<file path="config.mk">
export PLATFORM = sky130hd
export DESIGN_NAME = pio_port
export DESIGN_NICKNAME = d
export VERILOG_FILES = /design/src/inc/pio_pkg.sv /design/src/design/pio_port.sv
export SDC_FILE = /design/constraint.sdc
export NUM_CORES = 1
export LEC_CHECK = 0
export ABC_AREA = 0
export BUFFER_PORTS_ARGS = -buffer_cell sky130_fd_sc_hd__buf_2
export CORE_MARGIN = 10
export CORE_UTILIZATION = 35
export CTS_CLUSTER_DIAMETER = 40
export DETAILED_ROUTE_END_ITERATION = 16
export SLEW_MARGIN = 20
export SYNTH_ARGS = -nofsm -noshare
export SYNTH_HDL_FRONTEND = slang
export SYNTH_SLANG_ARGS = --single-unit
</file>
<file path="constraint.sdc">
create_clock -name clock -period 6.27 [get_ports clock]
set_input_delay 0.627 -clock clock [delete_from_list [all_inputs] [get_ports clock]]
set_output_delay 0.627 -clock clock [all_outputs]
set_load 0.01 [all_outputs]
</file>
<file path="src/inc/pio_pkg.sv">
package pio_pkg;
    // geometry: eight ports of eight bit positions each
    localparam int NPORT = 8;
    localparam int PW = 8;
    localparam int NPIN = 64;
    localparam int AW = 16;
    localparam int DW = 8;
    // register addresses
    localparam logic [15:0] DATA_BASE = 16'h0000;
    localparam logic [15:0] OE_BASE = 16'h30B0;
    localparam logic [15:0] IE_BASE = 16'h30B8;
    localparam logic [15:0] FLT0_ADDR = 16'h30EC;
    localparam logic [15:0] FLT1_ADDR = 16'h30ED;
    localparam logic [15:0] FLT2_ADDR = 16'h30EE;
    localparam logic [15:0] FDIV_ADDR = 16'h30EF;
    localparam logic [15:0] PE_BASE = 16'h30F0;
    localparam logic [15:0] SYSREL_ADDR = 16'h30E0;
    // reset values
    localparam logic [7:0] RST_BYTE = 8'h00;
    localparam logic [63:0] RST_WORD = 64'h0000_0000_0000_0000;
    // bonded pins: A..F full, G[3:0], H[7:6] and H[2:0]
    localparam logic [63:0] PIN_PRESENT_DEF = 64'hC70F_FFFF_FFFF_FFFF;
    // pins owned by system functions out of reset
    localparam int SYS_DBG_PIN = 4;
    localparam int SYS_RST_PIN = 5;
    // divider register fields
    localparam int DIV_SEL_BIT = 7;
    localparam int DIV_LSB = 0;
    localparam int DIV_W = 4;
    localparam logic [3:0] BUS_DIV_MAX = 4'hC;
    localparam logic [3:0] LPO_DIV_MAX = 4'h7;
    // filter field width, ports per filter register
    localparam int FLT_W = 2;
    localparam int PORTS_PER_FLT = 4;
    localparam int PRE_W = 12;
    localparam logic [1:0] FLT_OFF = 2'h0;

    // override lines from peripherals and analog blocks
    typedef struct packed {
        logic [63:0] owned;
        logic [63:0] drive;
        logic [63:0] level;
        logic [63:0] analog;
    } pio_ovr_t;

    // per-pin pad controls
    typedef struct packed {
        logic [63:0] out;
        logic [63:0] oe;
        logic [63:0] pull;
        logic [63:0] in_en;
    } pio_pad_t;
endpackage : pio_pkg

</file>
<file path="src/design/pio_port.sv">
// Behaviour
// - eight ports, per-pin data, ie, oe, pullup
// - enabled peripheral takes over its pin
// - reset: port owns pins except two system
// - reset: pins hi-z, enables cleared
// - read: ie gives pin, else latch
// - oe and ie both set: read latch
// - port direction bits pick read source unless analog
// - analog owns pin: digital off, reads 0
// - analog beats alternate digital function
// - pullup enable bit turns pullup on
// - pullup off while pin drives output
// - pullup off under analog control
// - every digital input passes glitch filter
// - threshold programmable via select and divider
// - one filter field per whole port
// - deep stop keeps all state
// - data write stores bonded bits only, drives outputs
// - reset clears data registers
`timescale 1ns/10ps
`default_nettype none
module pio_port
    import pio_pkg::*;
#(
    parameter logic [63:0] PIN_PRESENT = PIN_PRESENT_DEF
) (
    input wire logic clock,
    input wire logic reset_n,
    input wire logic [AW-1:0] addr,
    input wire logic [DW-1:0] wdata,
    input wire logic wr_en,
    input wire logic rd_en,
    output logic [DW-1:0] rdata,
    input wire pio_ovr_t ovr,
    input wire logic [NPIN-1:0] pin_level,
    input wire logic lpo_tick,
    input wire logic deep_stop,
    output pio_pad_t pad,
    output logic [NPIN-1:0] filt_in
);
    // software-visible state: one bit per pin, then filter, divider and release registers
    logic [NPIN-1:0] data_r, data_nxt; // pin_data_latch
    logic [NPIN-1:0] oe_r, oe_nxt; // pin_output_enable
    logic [NPIN-1:0] ie_r, ie_nxt; // pin_input_enable
    logic [NPIN-1:0] pe_r, pe_nxt; // pin_pullup_enable
    logic [DW-1:0] flt0_r, flt0_nxt; // glitch_filter_select, ports a..d
    logic [DW-1:0] flt1_r, flt1_nxt; // glitch_filter_select, ports e..h
    logic [DW-1:0] flt2_r, flt2_nxt; // spare filter register
    logic [DW-1:0] fdiv_r, fdiv_nxt; // filter_clock_divider
    logic [1:0] sysrel_r, sysrel_nxt; // release of system pins to the port
    logic [DW-1:0] rdata_nxt;
    logic [NPIN-1:0] rd_val; // data read view of every pin
    // filter time base
    logic [PRE_W-1:0] presc_r, presc_nxt;
    logic [PRE_W-1:0] presc_lim;
    logic [DIV_W-1:0] div_eff;
    logic flt_tick;
    // filter state
    logic [NPIN-1:0] filt_r, filt_nxt;
    logic [FLT_W-1:0] cnt_r [NPIN];
    logic [FLT_W-1:0] cnt_nxt [NPIN];
    logic [FLT_W-1:0] thr [NPORT];
    // pad control
    pio_pad_t pad_nxt;
    logic [NPIN-1:0] sys_own; // still held by debug/reset functions
    logic [NPIN-1:0] periph; // alternate digital owner active
    logic [NPIN-1:0] drv; // pin driven by anyone

    // read view: analog reads zero, ie without oe reads pin, else latch
    always_comb begin
        rd_val = RST_WORD; // every bit is overwritten below
        for (int i = 0; i < NPIN; i++) begin
            if (ovr.analog[i]) begin
                rd_val[i] = 1'b0;
            end else if (ie_r[i] && !oe_r[i]) begin
                rd_val[i] = filt_r[i];
            end else begin
                rd_val[i] = data_r[i];
            end
        end
        rd_val = rd_val & PIN_PRESENT;
    end

    // register file next values and read data
    always_comb begin
        data_nxt = data_r;
        oe_nxt = oe_r;
        ie_nxt = ie_r;
        pe_nxt = pe_r;
        flt0_nxt = flt0_r;
        flt1_nxt = flt1_r;
        flt2_nxt = flt2_r;
        fdiv_nxt = fdiv_r;
        sysrel_nxt = sysrel_r;
        rdata_nxt = RST_BYTE; // data valid only in the cycle after a read
        for (int p = 0; p < NPORT; p++) begin
            if (wr_en) begin
                // absent pins stay zero so reads never show phantom bits
                if (addr == DATA_BASE + 16'(p)) begin
                    data_nxt[p*PW +: PW] = wdata & PIN_PRESENT[p*PW +: PW];
                end
                if (addr == OE_BASE + 16'(p)) begin
                    oe_nxt[p*PW +: PW] = wdata & PIN_PRESENT[p*PW +: PW];
                end
                if (addr == IE_BASE + 16'(p)) begin
                    ie_nxt[p*PW +: PW] = wdata & PIN_PRESENT[p*PW +: PW];
                end
                if (addr == PE_BASE + 16'(p)) begin
                    pe_nxt[p*PW +: PW] = wdata & PIN_PRESENT[p*PW +: PW];
                end
            end
            if (rd_en) begin
                if (addr == DATA_BASE + 16'(p)) begin
                    rdata_nxt = rd_val[p*PW +: PW];
                end
                if (addr == OE_BASE + 16'(p)) begin
                    rdata_nxt = oe_r[p*PW +: PW];
                end
                if (addr == IE_BASE + 16'(p)) begin
                    rdata_nxt = ie_r[p*PW +: PW];
                end
                if (addr == PE_BASE + 16'(p)) begin
                    rdata_nxt = pe_r[p*PW +: PW];
                end
            end
        end
        if (wr_en) begin
            unique case (addr)
                FLT0_ADDR: flt0_nxt = wdata;
                FLT1_ADDR: flt1_nxt = wdata;
                FLT2_ADDR: flt2_nxt = wdata;
                FDIV_ADDR: fdiv_nxt = wdata;
                SYSREL_ADDR: sysrel_nxt = wdata[1:0];
                default: ;
            endcase
        end
        if (rd_en) begin
            unique case (addr)
                FLT0_ADDR: rdata_nxt = flt0_r;
                FLT1_ADDR: rdata_nxt = flt1_r;
                FLT2_ADDR: rdata_nxt = flt2_r;
                FDIV_ADDR: rdata_nxt = fdiv_r;
                SYSREL_ADDR: rdata_nxt = {6'h00, sysrel_r};
                default: ; // unmapped reads return zero
            endcase
        end
    end

    // register file flops; deep stop needs no gating, state simply holds
    always_ff @(posedge clock or negedge reset_n) begin
        if (!reset_n) begin
            data_r <= RST_WORD;
            oe_r <= RST_WORD;
            ie_r <= RST_WORD;
            pe_r <= RST_WORD;
            flt0_r <= RST_BYTE;
            flt1_r <= RST_BYTE;
            flt2_r <= RST_BYTE;
            fdiv_r <= RST_BYTE;
            sysrel_r <= 2'h0;
            rdata <= RST_BYTE;
        end else begin
            data_r <= data_nxt;
            oe_r <= oe_nxt;
            ie_r <= ie_nxt;
            pe_r <= pe_nxt;
            flt0_r <= flt0_nxt;
            flt1_r <= flt1_nxt;
            flt2_r <= flt2_nxt;
            fdiv_r <= fdiv_nxt;
            sysrel_r <= sysrel_nxt;
            rdata <= rdata_nxt;
        end
    end

    // filter time base: bus clock or low-power ticks, divided by 2^n
    always_comb begin
        div_eff = fdiv_r[DIV_LSB +: DIV_W];
        // clamp so the longest tick stays at 4096 bus or 128 lpo clocks
        if (fdiv_r[DIV_SEL_BIT] && div_eff > LPO_DIV_MAX) begin
            div_eff = LPO_DIV_MAX;
        end else if (!fdiv_r[DIV_SEL_BIT] && div_eff > BUS_DIV_MAX) begin
            div_eff = BUS_DIV_MAX;
        end
        presc_lim = PRE_W'((13'h0001 << div_eff) - 13'h0001);
        presc_nxt = presc_r;
        flt_tick = 1'b0;
        if (deep_stop) begin
            presc_nxt = presc_r;
        end else if (!fdiv_r[DIV_SEL_BIT] || lpo_tick) begin
            if (presc_r >= presc_lim) begin
                presc_nxt = '0;
                flt_tick = 1'b1;
            end else begin
                presc_nxt = presc_r + PRE_W'(1);
            end
        end
    end

    // time base flop
    always_ff @(posedge clock or negedge reset_n) begin
        if (!reset_n) begin
            presc_r <= '0;
        end else begin
            presc_r <= presc_nxt;
        end
    end

    // one threshold per port, shared by its eight pins
    always_comb begin
        for (int p = 0; p < NPORT; p++) begin
            if (p < PORTS_PER_FLT) begin
                thr[p] = flt0_r[p*FLT_W +: FLT_W];
            end else begin
                thr[p] = flt1_r[(p-PORTS_PER_FLT)*FLT_W +: FLT_W];
            end
        end
    end

    // per-pin glitch filter
    for (genvar g = 0; g < NPIN; g++) begin : g_flt
        always_comb begin
            cnt_nxt[g] = cnt_r[g];
            filt_nxt[g] = filt_r[g];
            if (deep_stop) begin
                cnt_nxt[g] = cnt_r[g];
            end else if (thr[g/PW] == FLT_OFF) begin
                filt_nxt[g] = pin_level[g]; // bypass, raw level passes
                cnt_nxt[g] = '0;
            end else if (pin_level[g] == filt_r[g]) begin
                cnt_nxt[g] = '0; // short pulse discarded
            end else if (flt_tick) begin
                if (cnt_r[g] + FLT_W'(1) >= thr[g/PW]) begin
                    filt_nxt[g] = pin_level[g];
                    cnt_nxt[g] = '0;
                end else begin
                    cnt_nxt[g] = cnt_r[g] + FLT_W'(1);
                end
            end
        end

        // filter flops
        always_ff @(posedge clock or negedge reset_n) begin
            if (!reset_n) begin
                cnt_r[g] <= '0;
                filt_r[g] <= 1'b0;
            end else begin
                cnt_r[g] <= cnt_nxt[g];
                filt_r[g] <= filt_nxt[g];
            end
        end
    end

    // pad control: analog over peripheral over port
    always_comb begin
        sys_own = RST_WORD;
        sys_own[SYS_DBG_PIN] = !sysrel_r[0];
        sys_own[SYS_RST_PIN] = !sysrel_r[1];
        periph = (ovr.owned | sys_own) & ~ovr.analog & PIN_PRESENT;
        drv = ~ovr.analog & ((periph & ovr.drive) | (~periph & oe_r));
        pad_nxt.oe = drv & PIN_PRESENT;
        pad_nxt.out = (periph & ovr.level) | (~periph & data_r);
        pad_nxt.in_en = ~ovr.analog & (periph | ie_r) & PIN_PRESENT;
        pad_nxt.pull = pe_r & ~drv & ~ovr.analog & PIN_PRESENT;
    end

    // pad and filtered input flops
    always_ff @(posedge clock or negedge reset_n) begin
        if (!reset_n) begin
            pad <= '0;
            filt_in <= RST_WORD;
        end else begin
            pad <= pad_nxt;
            filt_in <= filt_r & PIN_PRESENT;
        end
    end
endmodule : pio_port
`default_nettype wire

</file>
Word level (Yosys, flattened, before mapping)
Cells that the tools add are included.
{ "word_totals": {"regBits": 745, "inputBits": 350, "out_inout_bits": 328, "word_cells": 1466} }
{ "classes": {"add_sub_neg": 59, "magnitude_cmp": 60, "n_eq_ne": 150, "shift": 1, "mux": 618, "bitwise_logic": 17, "reduce_logical": 403} }
{ "op_table": {"columns": ["cell", "n"], "rows": [
  ["64-bit AND", 9],
  ["16-bit by 14-bit == test with 1-bit output, second input constant", 29],
  ["2-bit 2-to-1 mux", 228],
  ["1-bit 2-to-1 mux", 345],
  ["8-bit 2-to-1 mux", 41],
  ["4-bit AND reduction", 57],
  ["64-bit NOT", 3],
  ["64-bit bitwise OR", 3],
  ["2-bit AND reduction", 95],
  ["3-bit nonzero test", 57],
  ["2-bit nonzero test", 65],
  ["2-bit by 1-bit adder with 2-bit output, second input constant", 57],
  ["2-bit >= comparator", 57],
  ["2-bit inequality test, second input constant", 55],
  ["16-bit by 3-bit == test with 1-bit output, second input constant", 4],
  ["64-bit by 6-bit bitwise OR with 64-bit output", 1],
  ["1-bit zero test", 60],
  ["1-bit logical AND", 59],
  ["1-bit == test", 57],
  ["8-bit one-hot mux with 5 select lines", 1],
  ["16-bit by 2-bit == test with 1-bit output, second input constant", 2],
  ["16-bit by 1-bit == test with 1-bit output, second input constant", 1],
  ["16-bit zero test", 1],
  ["2-bit zero test", 8],
  ["other kinds (11)", 13]
]} }

Longest topological paths before layout
{ "depth": {"ltp_word": 46, "ltp_mapped": 22, "mapped_depth_nobuf": 18} }

Least setup slack after synthesis
Ideal clock, no wire load.
{ "synth_path": {"kind": "reg-to-reg", "from": "reg fdiv_r[3]", "to": "reg filt_r[10]", "setup_time_ns": 0.125, "arrival_ns": 3.757, "t_required_ns": 6.145, "slack_ns": 2.388, "path_stages_with_launch": 21, "path_buffers": 3, "period_less_slack_ns": 3.882, "cell_sequence": "dfrtp_1 > clkbuf_1 > nor3_1 > nand2b_1 > ha_1 > clkbuf_1 > nor3_1 > mux2i_1 > nor2_1 > a21oi_1 > ha_1 > nand4_1 > o21ai_0 > nor3_1 > o21ai_0 > a221o_1 > and2_1 > clkbuf_1 > a21oi_1 > nor2_1 > mux2_2"} }
{ "synth_between": {"elab_chain_len": 12, "word_cells_on_any_way": 14, "cone_classes": "1 x add/sub; 3 x order compare; 1 x shift; 5 x mux; 4 x reduce/logical"} }
{ "synth_lines": {"columns": ["item", "line", "rtl"], "rows": [
  ["from (decl)", "pio_port.sv:49", "logic [DW-1:0] fdiv_r, fdiv_nxt;"],
  ["from (signal assigned)", "pio_port.sv:170", "fdiv_r <= fdiv_nxt;"],
  ["4-bit > comparator", "pio_port.sv:182", "end else if (!fdiv_r[DIV_SEL_BIT] && div_eff > BUS_DIV_MAX) begin"],
  ["1-bit logical AND", "pio_port.sv:182", null],
  ["4-bit 2-to-1 mux", "pio_port.sv:182", null],
  ["4-bit 2-to-1 mux (*)", "pio_port.sv:180", "if (fdiv_r[DIV_SEL_BIT] && div_eff > LPO_DIV_MAX) begin"],
  ["1-bit by 4-bit left shift with 12-bit output (*)", "pio_port.sv:185", "presc_lim = PRE_W'((13'h0001 << div_eff) - 13'h0001);"],
  ["12-bit by 1-bit subtractor with 12-bit output (*)", "pio_port.sv:185", null],
  ["12-bit >= comparator (*)", "pio_port.sv:191", "if (presc_r >= presc_lim) begin"],
  ["1-bit 2-to-1 mux (*)", "pio_port.sv:191", null],
  ["1-bit 2-to-1 mux (*)", "pio_port.sv:190", "end else if (!fdiv_r[DIV_SEL_BIT] || lpo_tick) begin"],
  ["1-bit 2-to-1 mux (*)", "pio_port.sv:188", "if (deep_stop) begin"],
  ["2-bit nonzero test (no line) (*)", null, null],
  ["4-bit AND reduction (no line) (*)", null, null],
  ["to (signal, indexed assignment)", "pio_port.sv:249", "filt_r[g] <= filt_nxt[g];"],
  ["to (decl)", "pio_port.sv:59", "logic [NPIN-1:0] filt_r, filt_nxt;"]
]} }
Mark *: on every way between the ends. The rest lies on a longest branch, timed or not.
A chain may end at the register's enable or synchronous reset.

Final worst setup path
{ "layout_path": {"from": "reg fdiv_r[2]", "to": "reg filt_r[10]"} }
Same word-level chain as after synthesis.

==> qor.yml <==
critical_path:
  worst-r2r-cell-count: 17
  critPathCaptureType: "flop"
  cp_max_fo: 25
  crit_path_start: "fdiv_r[2]$_DFFE_PN0P_"
  criticalPathCategory: "flop to flop"
  startpoint_type: "flop"
  critPathArrivalTime_ns: 5.27
  cp.required_ns: 6.88
  reg2reg_slack_ns: 1.60
  r2r_start: "fdiv_r[2]$_DFFE_PN0P_"
  crit_end: "filt_r[10]$_DFFE_PN0P_"
  r2r-end: "filt_r[10]$_DFFE_PN0P_"
job:
  cap_violations: 0
floorplanning:
  die-height_um: 344
  die_w_um: 344
  ios: 678
  die_area_mm2: 0.118
  num_rows: 118
  start_util: 0.354
  core_area_mm2: 0.104
power_and_ir_drop:
  peakVddDrop_mv: 0.252
  power_density_mw_per_mm2: 287
  power_mw: 13.2
  p_leak_nw: 23.0
timing:
  drv_slew: 0
  tns_ns: 0
  max_clock_freq_mhz: 214
  period_share: 0.744
  hold_viol: 0
  rsz0062_at_grt: "no"
  setup_ws_ns: 1.60
  worst_slew_pin_slew_ns: 1.18
  min_period_ns: 4.67
  setup_viol: 0
  fin_skew_ns: 0.0436
  slew_headroom: 0.211
placement:
  place_ws_ns: 1.69
  io_buffers: 607
  hpwl_um: 108000
  post-place-cells: 5304
  gp_congestion: 0.917
drt:
  wl_um: 143000
  vias: 30077
  drc: 0
  dr.pass1.iters: 6
  avgViaCountPerCell: 5.42
  drt-initial-drc-count: 2164
  wire_per_inst_um: 25.7
  antenna_left: 0
finish:
  n_fill_cell: 9860
  multi_input_area_mm2: 0.0176
  drive_gt1_frac: 0.305
  syn2layout_area_growth_pct: 25.0
  final_nets: 4535
  final_cells: 5554
  seq_area_mm2: 0.0185
logic_synthesis:
  synth_edf_count: 0
  ys_types: 77
  synth_top_cell_by_area: "dfrtp_1"
  syn_inst: 3393
  synthesis.area_mm2: 0.0367
  synth_ff_type: "dfrtp_1"
  ys_async_sr_fraction: 1.00
  ys_seq_area_frac: 0.503
  synth-seq-cells: 738
  synth.area.top_cells: "dfrtp_1, mux2_2, nor2_1"
  avgSynthCellArea_um2: 10.8
  yosysTopAreaCellShare: 0.503
  ys_warn_count: 0
clocking:
  clk_pin_slew_ns: 0.06
  cts_resized: 0
  post_cts_buffers: 0
  numCtsBuffers: 130
  cts.sinks: 738
  cts_tree: "yes"
  htreeDepth: 4
  worstSkewPairLatency_ns: 0.74
  clock-root-buffer: "clkbuf_16"
  cts.path.max_buffers: 3
global_route:
  grt_pass1_wl_um: 205000
  grt-ovfl-total: 0
  antenna_found_initial: 29
  grt_usage: 0.233
  grt_pass1_vias: 30301
  grt_max_degree: 154
min_path:
  hold_class: "input pin to flop"
run_status:
  outcome: "finished clean"
==> what timing repair did <==
item | in CTS | in global routing
endpoints found under the setup margin | 0 | 0
hold endpoints to repair | 1 | 0
hold buffers | 1 | 0
==> worst min-delay path by stage <==
stage               cells after the start                   start  slack, ns                     to
floorplan                               0                 reset_n       0.33   cnt_r[0]$_DFFE_PN0P_
global placement                        0  filt_r[32]$_DFFE_PN0P_       0.44  filt_in[32]$_DFF_PN0_
detailed placement                      0  filt_r[35]$_DFFE_PN0P_       0.44  filt_in[35]$_DFF_PN0_
CTS                                     2                 ovr[29]       0.05     pad[157]$_DFF_PN0_
global route                            2                 ovr[29]       0.08     pad[157]$_DFF_PN0_
finish                                  2                 ovr[39]       0.10     pad[167]$_DFF_PN0_
==> per-layer routing <==
metal | up-vias | GRT usage | share of wire
met5 | - | 0 | 0.0011
met4 | 24 | 0.0910 | 0.036
met3 | 271 | 0.0625 | 0.086
met1 | 15109 | 0.301 | 0.41
met2 | 1258 | 0.371 | 0.46
li1 | 13415 | - | -
==> registers in the layout, summed over array words and instances (netlist names) <==
| register | cells |
|---|---|
| pad | 228 |
| fdiv_r | 8 |
| filt_in | 57 |
| cnt_r | 114 |
| flt0_r | 8 |
| filt_r | 57 |
| sysrel_r | 2 |
| oe_r | 57 |
| presc_r | 12 |
| rdata | 8 |
| flt2_r | 8 |
| pe_r | 57 |
| flt1_r | 8 |
| data_r | 57 |
| ie_r | 57 |
==> cells in the final DEF (no fill, tap or decap), types with 14 or more instances in the layout <==
master | netlist | final
a211oi_1 | 36 | 36
a21oi_1 | 107 | 107
a221oi_1 | 19 | 19
a22o_1 | 32 | 32
a31oi_1 | 19 | 19
and3b_1 | 57 | 57
buf_2 | 5 | 606
buf_4 | 35 | 26
bufinv_16 | 0 | 14
clkbuf_1 | 80 | 17
clkbuf_16 | 0 | 132
clkinvlp_4 | 0 | 15
conb_1 | 1 | 35
dfrtp_1 | 738 | 738
ha_1 | 128 | 128
inv_1 | 28 | 28
mux2_2 | 374 | 374
mux2i_1 | 115 | 115
nand2_1 | 230 | 230
nand2b_1 | 115 | 115
nand3_1 | 63 | 63
nand4_1 | 44 | 44
nor2_1 | 459 | 459
nor2b_1 | 97 | 97
nor3_1 | 67 | 67
nor4_1 | 22 | 21
o21ai_0 | 184 | 184
o22ai_1 | 19 | 19
or2_2 | 15 | 15
xnor2_1 | 34 | 34
xor2_1 | 90 | 90
==> cells by family after synthesis <==
family,after synthesis,share of synthesized area
flip-flops,738,0.503
AO/OA/AOI/OAI,517,0.0881
other,1,0.000102
multiplexers,497,0.151
buffers and inverters,170,0.0215
XOR/XNOR,124,0.0296
AND/OR/NAND/NOR,1218,0.163
adder cells (fa/ha/maj),128,0.0436
==> power breakdown <==
| group | internal (mW) | total [mW] | switching [mW] |
|---|---|---|---|
| registers | 4.88 | 4.98 | 0.0990 |
| logic | 0.283 | 0.813 | 0.530 |
| clock network | 4.66 | 7.37 | 2.71 |
| total | 9.82 | 13.2 | 3.34 |
==> Yosys cell counts (11+ instances only) <==
master	n
a211oi_1	36
a21oi_1	107
a221oi_1	19
a22o_1	32
a31oi_1	19
and3b_1	57
buf_1	20
buf_4	35
clkbuf_1	80
dfrtp_1	738
ha_1	128
inv_1	28
mux2_2	374
mux2i_1	115
nand2_1	230
nand2b_1	115
nand3_1	63
nand4_1	44
nor2_1	459
nor2b_1	97
nor3_1	67
nor4_1	22
o211ai_1	12
o21ai_0	184
o221ai_1	11
o22ai_1	19
o31ai_1	13
or2_2	15
xnor2_1	34
xor2_1	90
==> area by class of cell <==
| class | count | share of cell area |
|---|---|---|
| Antenna cell | 9 | 0.000491 |
| Clock buffer | 160 | 0.0767 |
| Clock inverter | 80 | 0.0233 |
| Inverter | 28 | 0.00229 |
| Multi-Input combinational cell | 2519 | 0.383 |
| Sequential cell | 738 | 0.403 |
| Tap cell | 1380 | 0.0376 |
| Timing Repair Buffer | 640 | 0.0736 |
==> metrics by stage <==
stage                      util  hold WS [ns]  instance area (um^2)
final                     0.442         0.101                 45900
after global routing      0.442        0.0756                 45900
after CTS                 0.442        0.0503                 45800
after detailed placement  0.397         0.440                 41200
after global placement    0.397         0.435                 41200
after floorplan               -         0.331                 36800
==> critical path: stages (launching register included) <==
cell and delay, ns:
dfrtp_1 0.53, nor3_1 0.30, nand2b_1 0.12, ha_1 0.33, nor3_1 0.24, mux2i_1 0.11
nor2_1 0.10, a21oi_1 0.07, ha_1 0.32, nand4_1 0.10, o21ai_0 0.08, nor3_1 0.12
o21ai_0 0.12, a221o_1 0.41, and2_4 0.32, a21oi_1 0.78, nor2_1 0.14, mux2_2 0.32
Power figures use the tool's default switching activity.
